File: config.mk
export PLATFORM = sky130hd
export DESIGN_NAME = resl_top
export DESIGN_NICKNAME = d
export VERILOG_FILES = /design/src/common/resl_pkg.sv /design/src/hw/resl_flag_bank.sv /design/src/hw/resl_reg_port.sv /design/src/hw/resl_top.sv
export VERILOG_INCLUDE_DIRS = /design/src /design/src/common
export SDC_FILE = /design/constraint.sdc
export NUM_CORES = 1
export LEC_CHECK = 0
export BUFFER_PORTS_ARGS = -buffer_cell sky130_fd_sc_hd__buf_4
export CAP_MARGIN = 0
export CORE_ASPECT_RATIO = 1.25
export CORE_MARGIN = 4
export CORE_UTILIZATION = 40
export CTS_BUF_LIST = sky130_fd_sc_hd__clkbuf_4 sky130_fd_sc_hd__clkbuf_8
export DETAILED_ROUTE_END_ITERATION = 8
export PLACE_DENSITY_LB_ADDON = 0.08
export REMOVE_ABC_BUFFERS = 1
export SLEW_MARGIN = 20
export SYNTH_ARGS = -nofsm -noshare
export SYNTH_HDL_FRONTEND = slang
export SYNTH_SLANG_ARGS = --single-unit
File: constraint.sdc
create_clock -name CORE_CLK -period 4.3 [get_ports CORE_CLK]
set_clock_uncertainty 0.05 [all_clocks]
set_input_delay 0.86 -clock CORE_CLK [delete_from_list [all_inputs] [get_ports CORE_CLK]]
set_output_delay 0.86 -clock CORE_CLK [all_outputs]
set_load 0.01 [all_outputs]
File: src/common/resl_defs.svh
// constants for the receiver event status latches
//
// Overview of operation
// [RL1] each flag sets on its event and holds until its clear bit is used; the vendor flag takes the mpeg clear
// [RL2] a flag counts only while its first-line mask bit is set; software ignores others
// [RL3] mpeg source frame checksum error latches bit 7 at 0x89, reset 0
// [RL4] product descriptor frame checksum error latches bit 6 at 0x89, reset 0
// [RL5] audio frame checksum error latches bit 5 at 0x89, reset 0
// [RL6] video frame checksum error latches bit 4 at 0x89, reset 0
// [RL7] link check value expiry on first port latches bit 2 at 0x89
// [RL8] remote key register write on first port latches bit 0 at 0x89
// [RL9] background measurements ready latches bit 1 at 0x8e; zero while unfinished
// [RL10] vendor frame checksum error latches bit 0 at 0x8e, cleared by mpeg clear
// [RL11] read-only 8-bit opcode event byte at 0x98, one bit per watched opcode
// [RL12] separate control flags: three rx buffers ready, retry timeout, arbitration lost, tx done
// [RL13] status registers are read-only; writes never alter any flag
// [RL14] bits 3 and 1 at 0x89 read zero and ignore writes
// [RL15] clear resets flag at once; an event in the same cycle wins
`ifndef RESL_DEFS_SVH
`define RESL_DEFS_SVH

// ------------------------------------------------------------------
// register offsets
// ------------------------------------------------------------------
`define RESL_OFS_FRAME_STATUS 8'h89
`define RESL_OFS_MEASURE_STATUS 8'h8e
`define RESL_OFS_CONTROL_STATUS 8'h97
`define RESL_OFS_OPCODE_BYTE 8'h98

// ------------------------------------------------------------------
// field positions
// ------------------------------------------------------------------
`define RESL_POS_MPEG 7
`define RESL_POS_PRODUCT 6
`define RESL_POS_AUDIO 5
`define RESL_POS_VIDEO 4
`define RESL_POS_LINK 2
`define RESL_POS_KEY 0
`define RESL_POS_MEASURE 1
`define RESL_POS_VENDOR 0
`define RESL_POS_RX0 0
`define RESL_POS_RX1 1
`define RESL_POS_RX2 2
`define RESL_POS_RETRY 3
`define RESL_POS_ARBITRATION 4
`define RESL_POS_TX_DONE 5

// ------------------------------------------------------------------
// reset values
// ------------------------------------------------------------------
`define RESL_RST_BYTE 8'h00
`define RESL_RST_FLAGS 22'h000000

`endif

File: src/common/resl_pkg.sv
// types shared by the receiver event status latches
package resl_pkg;

    // one-cycle event pulses, also the layout of latched and masked flags
    typedef struct packed {
        logic mpeg_frame_checksum;
        logic product_frame_checksum;
        logic audio_frame_checksum;
        logic video_frame_checksum;
        logic link_check_expired;
        logic key_write_seen;
        logic background_measure_done;
        logic vendor_frame_checksum;
        logic [2:0] control_rx_buffer_ready;
        logic control_tx_retry_timeout;
        logic control_tx_arbitration_lost;
        logic control_tx_done;
        logic [7:0] control_opcode_event_bits;
    } resl_evt_type;

    // clear pulses; the vendor frame flag shares the mpeg clear
    typedef struct packed {
        logic mpeg_frame_checksum_clear;
        logic product_frame_checksum_clear;
        logic audio_frame_checksum_clear;
        logic video_frame_checksum_clear;
        logic link_check_expired_clear;
        logic key_write_seen_clear;
        logic background_measure_done_clear;
        logic [2:0] control_rx_buffer_ready_clear;
        logic control_tx_retry_timeout_clear;
        logic control_tx_arbitration_lost_clear;
        logic control_tx_done_clear;
        logic [7:0] control_opcode_event_clear;
    } resl_clr_type;

    // register port request
    typedef struct packed {
        logic rd;
        logic wr;
        logic [7:0] addr;
        logic [7:0] wdata;
    } resl_req_type;

    // the four readable status bytes
    typedef struct packed {
        logic [7:0] frame_status;
        logic [7:0] measure_status;
        logic [7:0] control_status;
        logic [7:0] opcode_byte;
    } resl_bytes_type;

endpackage

File: src/hw/resl_flag_bank.sv
// bank of sticky event flags with set-over-clear priority
`timescale 1ns/1ps
`include "resl_defs.svh"

module resl_flag_bank
    import resl_pkg::*;
#(
    parameter int WIDTH = 22
) (
    input wire logic clk,
    input wire logic rst_n,
    input wire logic [WIDTH-1:0] set,
    input wire logic [WIDTH-1:0] clr,
    output logic [WIDTH-1:0] flags
);

    logic [WIDTH-1:0] flags_reg;
    logic [WIDTH-1:0] flags_next;

    // set wins over clear, otherwise hold
    always_comb begin
        flags_next = set | (flags_reg & ~clr); // [RL1] [RL15]
    end

    // flag storage, cleared by reset
    always_ff @(posedge clk or negedge rst_n) begin
        if (!rst_n) begin
            flags_reg <= WIDTH'(`RESL_RST_FLAGS);
        end else begin
            flags_reg <= flags_next;
        end
    end

    assign flags = flags_reg;

endmodule

File: src/hw/resl_reg_port.sv
// read-only register port over the status bytes
`timescale 1ns/1ps
`include "resl_defs.svh"

module resl_reg_port
    import resl_pkg::*;
(
    input wire logic clk,
    input wire logic rst_n,
    input wire resl_req_type req,
    input wire resl_bytes_type bytes_in,
    output logic [7:0] rdata,
    output logic ack
);

    logic [7:0] rdata_reg;
    logic [7:0] rdata_next;
    logic ack_reg;
    logic ack_next;

    // address decode; unmapped reads return zero, write data is dropped
    always_comb begin
        ack_next = req.rd | req.wr; // [RL13]
        rdata_next = rdata_reg;
        if (req.rd) begin
            case (req.addr)
                `RESL_OFS_FRAME_STATUS: rdata_next = bytes_in.frame_status;
                `RESL_OFS_MEASURE_STATUS: rdata_next = bytes_in.measure_status;
                `RESL_OFS_CONTROL_STATUS: rdata_next = bytes_in.control_status;
                `RESL_OFS_OPCODE_BYTE: rdata_next = bytes_in.opcode_byte; // [RL11]
                default: rdata_next = `RESL_RST_BYTE;
            endcase
        end
    end

    // answer registers
    always_ff @(posedge clk or negedge rst_n) begin
        if (!rst_n) begin
            rdata_reg <= `RESL_RST_BYTE;
            ack_reg <= 1'b0;
        end else begin
            rdata_reg <= rdata_next;
            ack_reg <= ack_next;
        end
    end

    assign rdata = rdata_reg;
    assign ack = ack_reg;

endmodule

File: src/hw/resl_top.sv
// top of the receiver event status latches
`timescale 1ns/1ps
`include "resl_defs.svh"

module resl_top
    import resl_pkg::*;
(
    input wire logic CORE_CLK,
    input wire logic NRST,
    input wire resl_evt_type EVT,
    input wire resl_clr_type CLR,
    input wire resl_evt_type MASK,
    input wire resl_req_type REG_REQ,
    output logic [7:0] REG_RDATA,
    output logic REG_ACK,
    output resl_evt_type VALID_FLAGS,
    output logic ANY_VALID
);

    // ------------------------------------------------------------------
    // reset release
    // ------------------------------------------------------------------

    logic rst_meta_reg;
    logic rst_sync_reg;
    logic rst_n;

    // two-stage release of the asynchronous reset
    always_ff @(posedge CORE_CLK or negedge NRST) begin
        if (!NRST) begin
            rst_meta_reg <= 1'b0;
            rst_sync_reg <= 1'b0;
        end else begin
            rst_meta_reg <= 1'b1;
            rst_sync_reg <= rst_meta_reg;
        end
    end

    assign rst_n = rst_sync_reg;

    // ------------------------------------------------------------------
    // set and clear vectors
    // ------------------------------------------------------------------

    resl_evt_type set_vec;
    resl_evt_type clr_vec;
    resl_evt_type flag_vec;

    // event pulses drive the set side of each latch
    always_comb begin
        set_vec = EVT;
        set_vec.mpeg_frame_checksum = EVT.mpeg_frame_checksum; // [RL3]
        set_vec.product_frame_checksum = EVT.product_frame_checksum; // [RL4]
        set_vec.audio_frame_checksum = EVT.audio_frame_checksum; // [RL5]
        set_vec.video_frame_checksum = EVT.video_frame_checksum; // [RL6]
        set_vec.link_check_expired = EVT.link_check_expired; // [RL7]
        set_vec.key_write_seen = EVT.key_write_seen; // [RL8]
        set_vec.background_measure_done = EVT.background_measure_done; // [RL9]
        set_vec.vendor_frame_checksum = EVT.vendor_frame_checksum; // [RL10]
        set_vec.control_rx_buffer_ready = EVT.control_rx_buffer_ready; // [RL12]
        set_vec.control_tx_retry_timeout = EVT.control_tx_retry_timeout; // [RL12]
        set_vec.control_tx_arbitration_lost = EVT.control_tx_arbitration_lost; // [RL12]
        set_vec.control_tx_done = EVT.control_tx_done; // [RL12]
        set_vec.control_opcode_event_bits = EVT.control_opcode_event_bits; // [RL11]
    end

    // each flag takes its own clear bit, except vendor, which takes the mpeg clear; only clear pulses reach this side
    always_comb begin
        clr_vec = '0;
        clr_vec.mpeg_frame_checksum = CLR.mpeg_frame_checksum_clear; // [RL1]
        clr_vec.product_frame_checksum = CLR.product_frame_checksum_clear; // [RL1]
        clr_vec.audio_frame_checksum = CLR.audio_frame_checksum_clear; // [RL1]
        clr_vec.video_frame_checksum = CLR.video_frame_checksum_clear; // [RL1]
        clr_vec.link_check_expired = CLR.link_check_expired_clear; // [RL1]
        clr_vec.key_write_seen = CLR.key_write_seen_clear; // [RL1]
        clr_vec.background_measure_done = CLR.background_measure_done_clear; // [RL1]
        clr_vec.vendor_frame_checksum = CLR.mpeg_frame_checksum_clear; // [RL10]
        clr_vec.control_rx_buffer_ready = CLR.control_rx_buffer_ready_clear; // [RL1]
        clr_vec.control_tx_retry_timeout = CLR.control_tx_retry_timeout_clear; // [RL1]
        clr_vec.control_tx_arbitration_lost = CLR.control_tx_arbitration_lost_clear; // [RL1]
        clr_vec.control_tx_done = CLR.control_tx_done_clear; // [RL1]
        clr_vec.control_opcode_event_bits = CLR.control_opcode_event_clear; // [RL1]
    end

    // ------------------------------------------------------------------
    // latched flags
    // ------------------------------------------------------------------

    // one bank holds every flag; register writes never reach it
    resl_flag_bank #(
        .WIDTH($bits(resl_evt_type))
    ) u_flags (
        .clk(CORE_CLK),
        .rst_n(rst_n),
        .set(set_vec),
        .clr(clr_vec),
        .flags(flag_vec)
    ); // [RL13] [RL15]

    // ------------------------------------------------------------------
    // status bytes
    // ------------------------------------------------------------------

    resl_bytes_type bytes_vec;
    logic mpeg_frame_checksum_flag;
    logic product_frame_checksum_flag;
    logic audio_frame_checksum_flag;
    logic video_frame_checksum_flag;
    logic link_check_expired_flag;
    logic key_write_seen_flag;
    logic background_measure_done_flag;
    logic vendor_frame_checksum_flag;

    // named views of the latched flags
    assign mpeg_frame_checksum_flag = flag_vec.mpeg_frame_checksum;
    assign product_frame_checksum_flag = flag_vec.product_frame_checksum;
    assign audio_frame_checksum_flag = flag_vec.audio_frame_checksum;
    assign video_frame_checksum_flag = flag_vec.video_frame_checksum;
    assign link_check_expired_flag = flag_vec.link_check_expired;
    assign key_write_seen_flag = flag_vec.key_write_seen;
    assign background_measure_done_flag = flag_vec.background_measure_done;
    assign vendor_frame_checksum_flag = flag_vec.vendor_frame_checksum;

    // place the flags at their bit positions; unused bits stay zero
    always_comb begin
        bytes_vec = '0; // [RL14]
        bytes_vec.frame_status[`RESL_POS_MPEG] = mpeg_frame_checksum_flag; // [RL3]
        bytes_vec.frame_status[`RESL_POS_PRODUCT] = product_frame_checksum_flag; // [RL4]
        bytes_vec.frame_status[`RESL_POS_AUDIO] = audio_frame_checksum_flag; // [RL5]
        bytes_vec.frame_status[`RESL_POS_VIDEO] = video_frame_checksum_flag; // [RL6]
        bytes_vec.frame_status[`RESL_POS_LINK] = link_check_expired_flag; // [RL7]
        bytes_vec.frame_status[`RESL_POS_KEY] = key_write_seen_flag; // [RL8]
        bytes_vec.measure_status[`RESL_POS_MEASURE] = background_measure_done_flag; // [RL9]
        bytes_vec.measure_status[`RESL_POS_VENDOR] = vendor_frame_checksum_flag; // [RL10]
        bytes_vec.control_status[`RESL_POS_RX0] = flag_vec.control_rx_buffer_ready[0]; // [RL12]
        bytes_vec.control_status[`RESL_POS_RX1] = flag_vec.control_rx_buffer_ready[1]; // [RL12]
        bytes_vec.control_status[`RESL_POS_RX2] = flag_vec.control_rx_buffer_ready[2]; // [RL12]
        bytes_vec.control_status[`RESL_POS_RETRY] = flag_vec.control_tx_retry_timeout; // [RL12]
        bytes_vec.control_status[`RESL_POS_ARBITRATION] = flag_vec.control_tx_arbitration_lost; // [RL12]
        bytes_vec.control_status[`RESL_POS_TX_DONE] = flag_vec.control_tx_done; // [RL12]
        bytes_vec.opcode_byte = flag_vec.control_opcode_event_bits; // [RL11]
    end

    // ------------------------------------------------------------------
    // register port
    // ------------------------------------------------------------------

    logic [7:0] port_rdata;
    logic port_ack;

    // reads only; writes are acknowledged and discarded
    resl_reg_port u_port (
        .clk(CORE_CLK),
        .rst_n(rst_n),
        .req(REG_REQ),
        .bytes_in(bytes_vec),
        .rdata(port_rdata),
        .ack(port_ack)
    ); // [RL13]

    assign REG_RDATA = port_rdata;
    assign REG_ACK = port_ack;

    // ------------------------------------------------------------------
    // mask qualification
    // ------------------------------------------------------------------

    resl_evt_type valid_reg;
    resl_evt_type valid_next;
    logic any_reg;
    logic any_next;

    // a flag is reported only while its mask bit enables it
    always_comb begin
        valid_next = flag_vec & MASK; // [RL2]
        any_next = |valid_next; // [RL2]
    end

    // registered qualified flags
    always_ff @(posedge CORE_CLK or negedge rst_n) begin
        if (!rst_n) begin
            valid_reg <= resl_evt_type'(`RESL_RST_FLAGS);
            any_reg <= 1'b0;
        end else begin
            valid_reg <= valid_next;
            any_reg <= any_next;
        end
    end

    assign VALID_FLAGS = valid_reg;
    assign ANY_VALID = any_reg;

endmodule

-- Word-level counts from Yosys, hierarchy flattened
Cells that the tools add are included.
- bits in registers: 56
- latch bits: 0
- RAM bits: 0
- memory bits (read-only): 0
- output and inout port bits: 32
- logic and storage cells: 30
- memories: 0
- add/subtract/negate cells: 0
- $mul: 0
- divide/modulo/power cells: 0
- order comparisons: 0
- eq/ne operators: 4
- shift-type cells: 0
- mux-type cells: 1
- bitwise operators: 5
- reduce and logical (&&, ||, !) cells: 1
- operator list (cell ; number):
    bitwise AND 22 bit ; 2
    == test 8 bit, second input constant ; 4
    one-hot mux 8 bit (4 select lines) ; 1
    NOT 22 bit ; 1
    bitwise OR 22 bit ; 1
    OR reduction 22 bit ; 1
    bitwise OR 1 bit ; 1

-- Depth between registers and ports, before layout
Gate-level depths: netlist of run 1.
- word-level depth: 3
- gate-level depth with buffers: 5

-- Modules after synthesis
From an unflattened synthesis of run 1, not the netlist that was laid out.
- cell total of the unflattened synthesis: 178
- area total of the unflattened synthesis: 2220.9 µm²
- modules (own cells, without submodules) (module ; times used ; cells an instance ; area an instance (µm²) ; sequential area each (µm²)):
    resl_top ; 1 ; 59 ; 842.1 ; 625.6
    resl_flag_bank ; 1 ; 66 ; 798.3 ; 550.5
    resl_reg_port ; 1 ; 53 ; 580.6 ; 225.2

-- Worst setup path before layout of run 1
OpenSTA, ideal clock, no wires.
- path kind: input-to-reg
- start: input MASK[9] (netlist bit)
- end: register any_reg (netlist: ANY_VALID)
- arrival: 2.268 ns
- setup slack: 1.850 ns
- stages: 4
- path buffers: 0
- cell sequence: and2_4 -> or4_1 -> or4_1 -> or3_1
- word-level cells in the longest chain between the ends: 2
- RTL lines (item ; line ; text):
    from (decl) ; resl_top.sv:12 ; input wire resl_evt_type MASK,
    bitwise AND 22 bit ; resl_top.sv:175 ; valid_next = flag_vec & MASK;
    OR reduction 22 bit ; resl_top.sv:176 ; any_next = |valid_next;
    net any_next ; resl_top.sv:171 ; logic any_next;
    to (signal assigned) ; resl_top.sv:186 ; any_reg <= any_next;
    to (decl) ; resl_top.sv:170 ; logic any_reg;
The timed path passes the listed nets, and every way through them passes these cells.
A chain may end at the register's enable or synchronous reset.

==> key figures, run 1 <==
Die
  – I/O Pins: 117
  – Initial core utilization: 0.4230
  – Die area: 0.006743 mm2
  – Core area: 0.005189 mm2
  – Die W: 74.25 um
  – Number of cell rows: 29
  – Die H: 90.82 um

Final layout
  – Share of cells above drive strength 1: 0.4242
  – Commonest cells after routing, fill and taps aside: buf_4 (109), dfrtp_1 (55), inv_1 (28), a21o_1 (22), and2_1 (20)
  – Leading cell type in the layout, fill and taps excluded: buf_4
  – Diode count: 0
  – Nets: between 300 and 400
  – Syn-to-layout area delta: 44.93%

GRT
  – Global-route wire length before repair: 8.811 mm
  – Initial antenna violation count: 0
  – Total global routing overflow: 0
  – Largest net degree at the start of global routing: 55
  – Vias in the first global route: 1848
  – GR Util All Layers: 0.1710

Logic synthesis
  – Ys Warns: 0
  – Synth Area in Adders: 0
  – Largest family of logic cells by synthesized area: simple AND/OR/NAND/NOR gates
  – Async S/R FF share, synth: 1.000
  – Synthesized flop and latch total: 56
  – Avg Inst Size Synth: 11.99 um2
  – Unique masters post-synth: 34
  – Compound-Gate Fraction of Synth Area: 0.1522
  – Sequential fraction of the synthesis area: 0.6385
  – Post-synthesis instance total: 183
  – Mux contribution to synthesized area: 0
  – Synth area leaders: dfrtp_1 (64%), a21o_1 (7.5%), and2_1 (5.7%)
  – Synthesized cell area: 0.002195 mm2
  – Synth top area share: 0.6385
  – Post-Synth XOR/XNOR Area: 0
  – Simple-gate share of the synthesized area: 0.1562
  – Most frequently used flop master after synthesis: dfrtp_1
  – EDFF count, synth: 0
  – Cell taking the most area after synthesis: dfrtp_1

Critical path
  – CP Capture Point: ANY_VALID
  – Crit path cell chain: buf_4 > and2_4 > or4_1 > or4_1 > or3_1
  – CP max stage cell: or4_1
  – Reg-to-reg slack, setup: 2.21 ns
  – Crit-path most repeated cell: or4_1
  – Worst R2R Start: u_flags.flags[9]
  – CP max stage delay: 0.51 ns
  – Critical-path maximum fanout: 2
  – Reg2reg end: ANY_VALID
  – CP arrival: 2.46 ns
  – CP Capture Type: flop
  – CP Launch Point: MASK[9]
  – Reg2Reg Depth: 4
  – Startpoint Class: primary input
  – Worst Path Required: 4.43 ns
  – Crit path kind: primary input to flop

Drt
  – DR vias/cell: 4.883
  – # DRC: 0
  – Met3 wire length: 583 um
  – Met2 WL: 2.799 mm
  – DRT iter0 DRCs: 86
  – Via count: 1753
  – TritonRoute pass-1 iters: 4
  – Final ANT Viol Nets: 0
  – Uppermost layer routed: met4
  – Final WL: 5.525 mm
  – Met1 wire length: 2.072 mm
  – WL/cell: 15.39 um

Timing
  – Fin. max-slew vios: 0
  – Fin crit share: 0.5416
  – Setup TNS: 0 ns
  – Fin worst setup slack: 1.971 ns
  – Max Clk Rate: roughly 0.43 GHz
  – Crit path time final: around 2.3 ns
  – Slew HR: 0.5493
  – Worst Tran Pin Value: 0.6761 ns
  – Final setup viols: 0
  – RSZ-0062 raised after global routing: no
  – Final hold violation count: 0

Clock tree
  – Root buf cell: clkbuf_8
  – Max H-tree Level: 2
  – Setup Buffers After CTS: 0
  – Max Root-Sink Buffers: 2
  – Worst-Skew Late Latency: 0.30 ns
  – Clock transition at path regs: 0.09 ns
  – Num CTS Buffers: 5
  – CTS tree: yes
  – CTS sink cnt: 56
  – Hold_buf cts: 0
  – CTS resizes: 0

Pwr
  – Worst IR drop on VDD: 0.2088 mV
  – PD cells: 323.1 mW/mm2
  – Leak: 1.643 nW

Placed design
  – Setup WS pre-CTS: 1.635 ns
  – IO buf count: 108
  – GPL Wtd Cong: 0.7486
  – HPWL Detailed: 4.412 mm

Min path
  – Hold Path Class: primary input to asynchronous set/reset pin

Status
  – Run status: finished clean

Job
  – Maxcap violations: 0
-- logic make-up after synthesis --
kind of cell           after synthesis
AOI/OAI and AO/OA                   45
buffers and inverters               30
DFF                                 56
other                                1
and+or+nand+nor                     51
-- per-layer routing --
layer,track usage,vias to the layer above
met5,0,-
met4,0.04748,0
met3,0.06236,6
met2,0.2862,68
met1,0.2033,830
li1,-,849
-- power breakdown --
group	leakage (nW)	switching (W)	internal [W]	total, W
clock	0.0503	0.000159	0.000144	0.000303
combinational	0.931	0.0000583	0.0000910	0.000149
sequential	0.662	0.0000179	0.000557	0.000575
total	1.64	0.000236	0.000792	0.00103
-- worst max-delay path, delay by kind of cell --
kind | cells | cell delay [ns]
buffers and inverters | 1 | 0.11
and+or+nand+nor | 4 | 1.49
-- cell type report --
type                       instances  area [um2]
inverter                          28       105.1
clock buffer                       7       96.34
tap                               62       77.57
multi-input combinational         97       680.7
sequential                        56        1403
fill                             471        2008
timing repair buffer             109       818.3
-- synthesized netlist by cell type (all sizes together), types with 2 or more instances --
cell type,number
dfrtp,56
inv,28
a21o,23
and2,22
a22oi,5
or2,5
or4,5
nor2,4
o22ai,4
a21oi,3
a221oi,3
and3,2
and4b,2
clkbuf,2
nand2b,2
o32ai,2
-- how the worst min path moves through the flow --
stage / from / endpoint / slack (ns)
6_report: NRST / rst_n / 0.27
5_1_grt: NRST / rst_n / 0.25
4_1_cts: NRST / rst_n / 0.26
3_5_place_dp: rst_meta_reg / rst_n / 0.29
3_3_place_gp: rst_meta_reg / rst_n / 0.29
2_1_floorplan: rst_meta_reg / rst_n / 0.28
-- per-stage QoR --
stage               power [W]    util  hold slack [ns]  cell area, um2  instances
floorplan           0.0006370       -           0.2812            2187        181
global placement    0.0007352  0.5944           0.2869            3084        352
detailed placement  0.0007385  0.5944           0.2917            3084        352
CTS                  0.001040  0.6130           0.2619            3181        359
global route         0.001079  0.6130           0.2518            3181        359
finish               0.001028  0.6130           0.2723            3181        359
Note: power is estimated with default switching activity, not from simulation.
==> run 2, diff against run 1 <==
==> constraint.sdc (replaced) <==
create_clock -name CORE_CLK -period 2.3 [get_ports CORE_CLK]
set_clock_uncertainty 0.05 [all_clocks]
set_input_delay 0.46 -clock CORE_CLK [delete_from_list [all_inputs] [get_ports CORE_CLK]]
set_output_delay 0.46 -clock CORE_CLK [all_outputs]
set_load 0.01 [all_outputs]
==> key figures, run 2 (same netlist as run 1, synthesis figures left out) <==
Drt
  – DRT iter0 DRCs: 50 (was 86)
  – Final ANT Viol Nets: 0 (unchanged)
  – Via count: 1745 (was 1753)
  – TritonRoute pass-1 iters: 4 (unchanged)
  – Final WL: 5.473 mm (was 5.525 mm)
  – # DRC: 0 (unchanged)
  – WL/cell: 15.12 um (was 15.39 um)
  – DR vias/cell: 4.820 (was 4.883)

Critical path
  – Worst Path Required: 2.42 ns (was 4.43 ns)
  – Crit-path most repeated cell: or4_1 (unchanged)
  – CP max stage delay: 0.51 ns (about the same)
  – CP max stage cell: or4_1 (unchanged)
  – Crit path cell chain: and2_4 > or4_1 > or4_1 > or3_1 (was buf_4 > and2_4 > or4_1 > or4_1 > or3_1)
  – CP Capture Type: flop (unchanged)
  – Startpoint Class: flop (was primary input)
  – Critical-path maximum fanout: 3 (was 2)
  – CP arrival: 2.23 ns (was 2.46 ns)
  – Reg2Reg Depth: 4 (unchanged)
  – Crit path kind: flop to flop (was primary input to flop)

Pwr
  – Overall Power: 0.001912 W (was 0.001028 W)
  – Switching part of the total: 0.2230 (was 0.2293)
  – Switching power: 0.0004262 W (was 0.0002356 W)
  – Leak: 1.659 nW (was 1.643 nW)
  – Worst IR drop on VDD: 0.3580 mV (was 0.2088 mV)
  – PD cells: 595.2 mW/mm2 (was 323.1 mW/mm2)
  – Cell Int Power: 0.001485 W (was 0.0007920 W)
  – Combinational cell fraction of total power: 0.145 (about the same)
  – Seq pwr share: 0.566 (was 0.560)
  – Clock share of power: 0.289 (was 0.295)

Clock tree
  – Clock transition at path regs: 0.09 ns (about the same)
  – Root buf cell: clkbuf_8 (unchanged)
  – Num CTS Buffers: 5 (unchanged)
  – Worst-Skew Late Latency: 0.29 ns (was 0.30 ns)
  – CTS sink cnt: 56 (unchanged)
  – Max Root-Sink Buffers: 2 (unchanged)
  – CTS tree: yes (unchanged)
  – Setup Buffers After CTS: 0 (unchanged)
  – Max H-tree Level: 2 (unchanged)

Min path
  – Hold Path Class: flop to asynchronous set/reset pin (was primary input to asynchronous set/reset pin)

GRT
  – Vias in the first global route: 1865 (was 1848)
  – Total global routing overflow: 0 (unchanged)
  – GR Util All Layers: 0.1696 (was 0.1710)
  – Global-route wire length before repair: 8.790 mm (was 8.811 mm)
  – Largest net degree at the start of global routing: 30 (was 55)
  – Initial antenna violation count: 0 (unchanged)

Timing
  – Worst Tran Pin Value: 0.5939 ns (was 0.6761 ns)
  – Crit path time final: 2.107 ns
  – Final hold violation count: 0 (unchanged)
  – Final setup viols: 0 (unchanged)
  – Max Clk Rate: 0.4747 GHz
  – Setup TNS: 0 ns (unchanged)
  – Fin crit share: 0.9159
  – Slew HR: 0.6041 (was 0.5493)
  – RSZ-0062 raised after global routing: no (unchanged)
  – Fin worst setup slack: 0.1935 ns (was 1.971 ns)
  – Fin. max-slew vios: 0 (unchanged)

Placed design
  – HPWL Detailed: 4.454 mm (was 4.412 mm)
  – Inst Count DP: 353 (was 352)
  – GPL Wtd Cong: 0.7738 (was 0.7486)
  – Setup WS pre-CTS: 0.01282 ns (was 1.635 ns)
  – IO buf count: 108 (unchanged)

Final layout
  – Diode count: 0 (unchanged)
  – Share of cells above drive strength 1: 0.4267 (was 0.4242)
  – Leading cell type in the layout, fill and taps excluded: buf_4 (unchanged)
  – Finished Layout Cells: 362 (was 359)
  – Commonest cells after routing, fill and taps aside: buf_4 (109), dfrtp_1 (55), inv_1 (28), a21o_1 (22), and2_1 (20) (unchanged)
  – Nets: 384 (was 382)
  – Filler cell count in the final layout: 459 (was 471)
  – Syn-to-layout area delta: 46.35% (was 44.93%)

Die
  – Die area: 0.006743 mm2 (unchanged)
  – Core area: 0.005189 mm2 (unchanged)
  – Initial core utilization: 0.4230 (unchanged)
  – Die H: 90.82 um (unchanged)
  – Number of cell rows: 29 (unchanged)
  – I/O Pins: 117 (unchanged)
  – Die W: 74.25 um (unchanged)

Status
  – Run status: finished clean (unchanged)

Job
  – Maxcap violations: 0 (unchanged)
## run 2: cell count changes in the layout (fill, tap and decap cells not counted)
cell           before  now
buf_12              0    1
clkbuf_4            0    2
clkbuf_8            7    6
dlygate4sd3_1       0    1
## run 2: cell type report
cell class                 count  area (um2)  share of cell area
timing repair buffer         111       848.3              0.2641
multi-input combinational     97       680.7              0.2119
clock buffer                   8       97.59             0.03039
tap                           62       77.57             0.02415
sequential                    56        1403              0.4367
inverter                      28       105.1             0.03272
## run 2: worst max-delay path: cells and delay by family, from the launching register on
family,cells,cell delay [ns]
AND/OR/NAND/NOR,4,1.52
flip-flops,1,0.41
## run 2: routing by layer
layer / wire length (um) / GRT usage / up-vias
met4: 65 / 0.04303 / 0
li1: - / - / 856
met5: 0 / 0 / -
met2: 2758 / 0.2796 / 68
met1: 2115 / 0.2080 / 815
met3: 535 / 0.06125 / 6
## run 2: power groups by stage
stage / logic [W] / registers (W) / clock network [W]
3_3_place_gp: 0.000275 / 0.00110 / 0
3_5_place_dp: 0.000279 / 0.00110 / 0
4_1_cts: 0.000281 / 0.00109 / 0.000578
2_1_floorplan: 0.0000776 / 0.00111 / 0
5_1_grt: 0.000305 / 0.00109 / 0.000626
6_report: 0.000277 / 0.00108 / 0.000552
## run 2: repair_timing
item / in CTS / in global routing
gates resized for setup: 0 / 0
hold endpoints to repair: 2 / 0
hold buffers: 1 / 0
## run 2: path summary, 6_finish.rpt
kind                                       start          endpoint  slack, ns
worst max register to register  u_flags.flags[9]         ANY_VALID       0.19
max in group asynchronous                  rst_n         ANY_VALID       1.41
worst min-delay path                       rst_n  u_flags.flags[3]       0.23
worst max-delay path            u_flags.flags[9]         ANY_VALID       0.19
worst min register to register             rst_n  u_flags.flags[3]       0.23
min in group CORE_CLK                     EVT[6]  u_flags.flags[6]       0.28
## run 2: metrics by stage
step	area, um2	utilization	hold WS, ns
final	3212	0.6190	0.2288
after global routing	3212	0.6190	0.2656
after CTS	3212	0.6190	0.2526
after detailed placement	3104	0.5983	0.1945
after global placement	3104	0.5983	0.1928
after floorplan	2187	-	0.1144
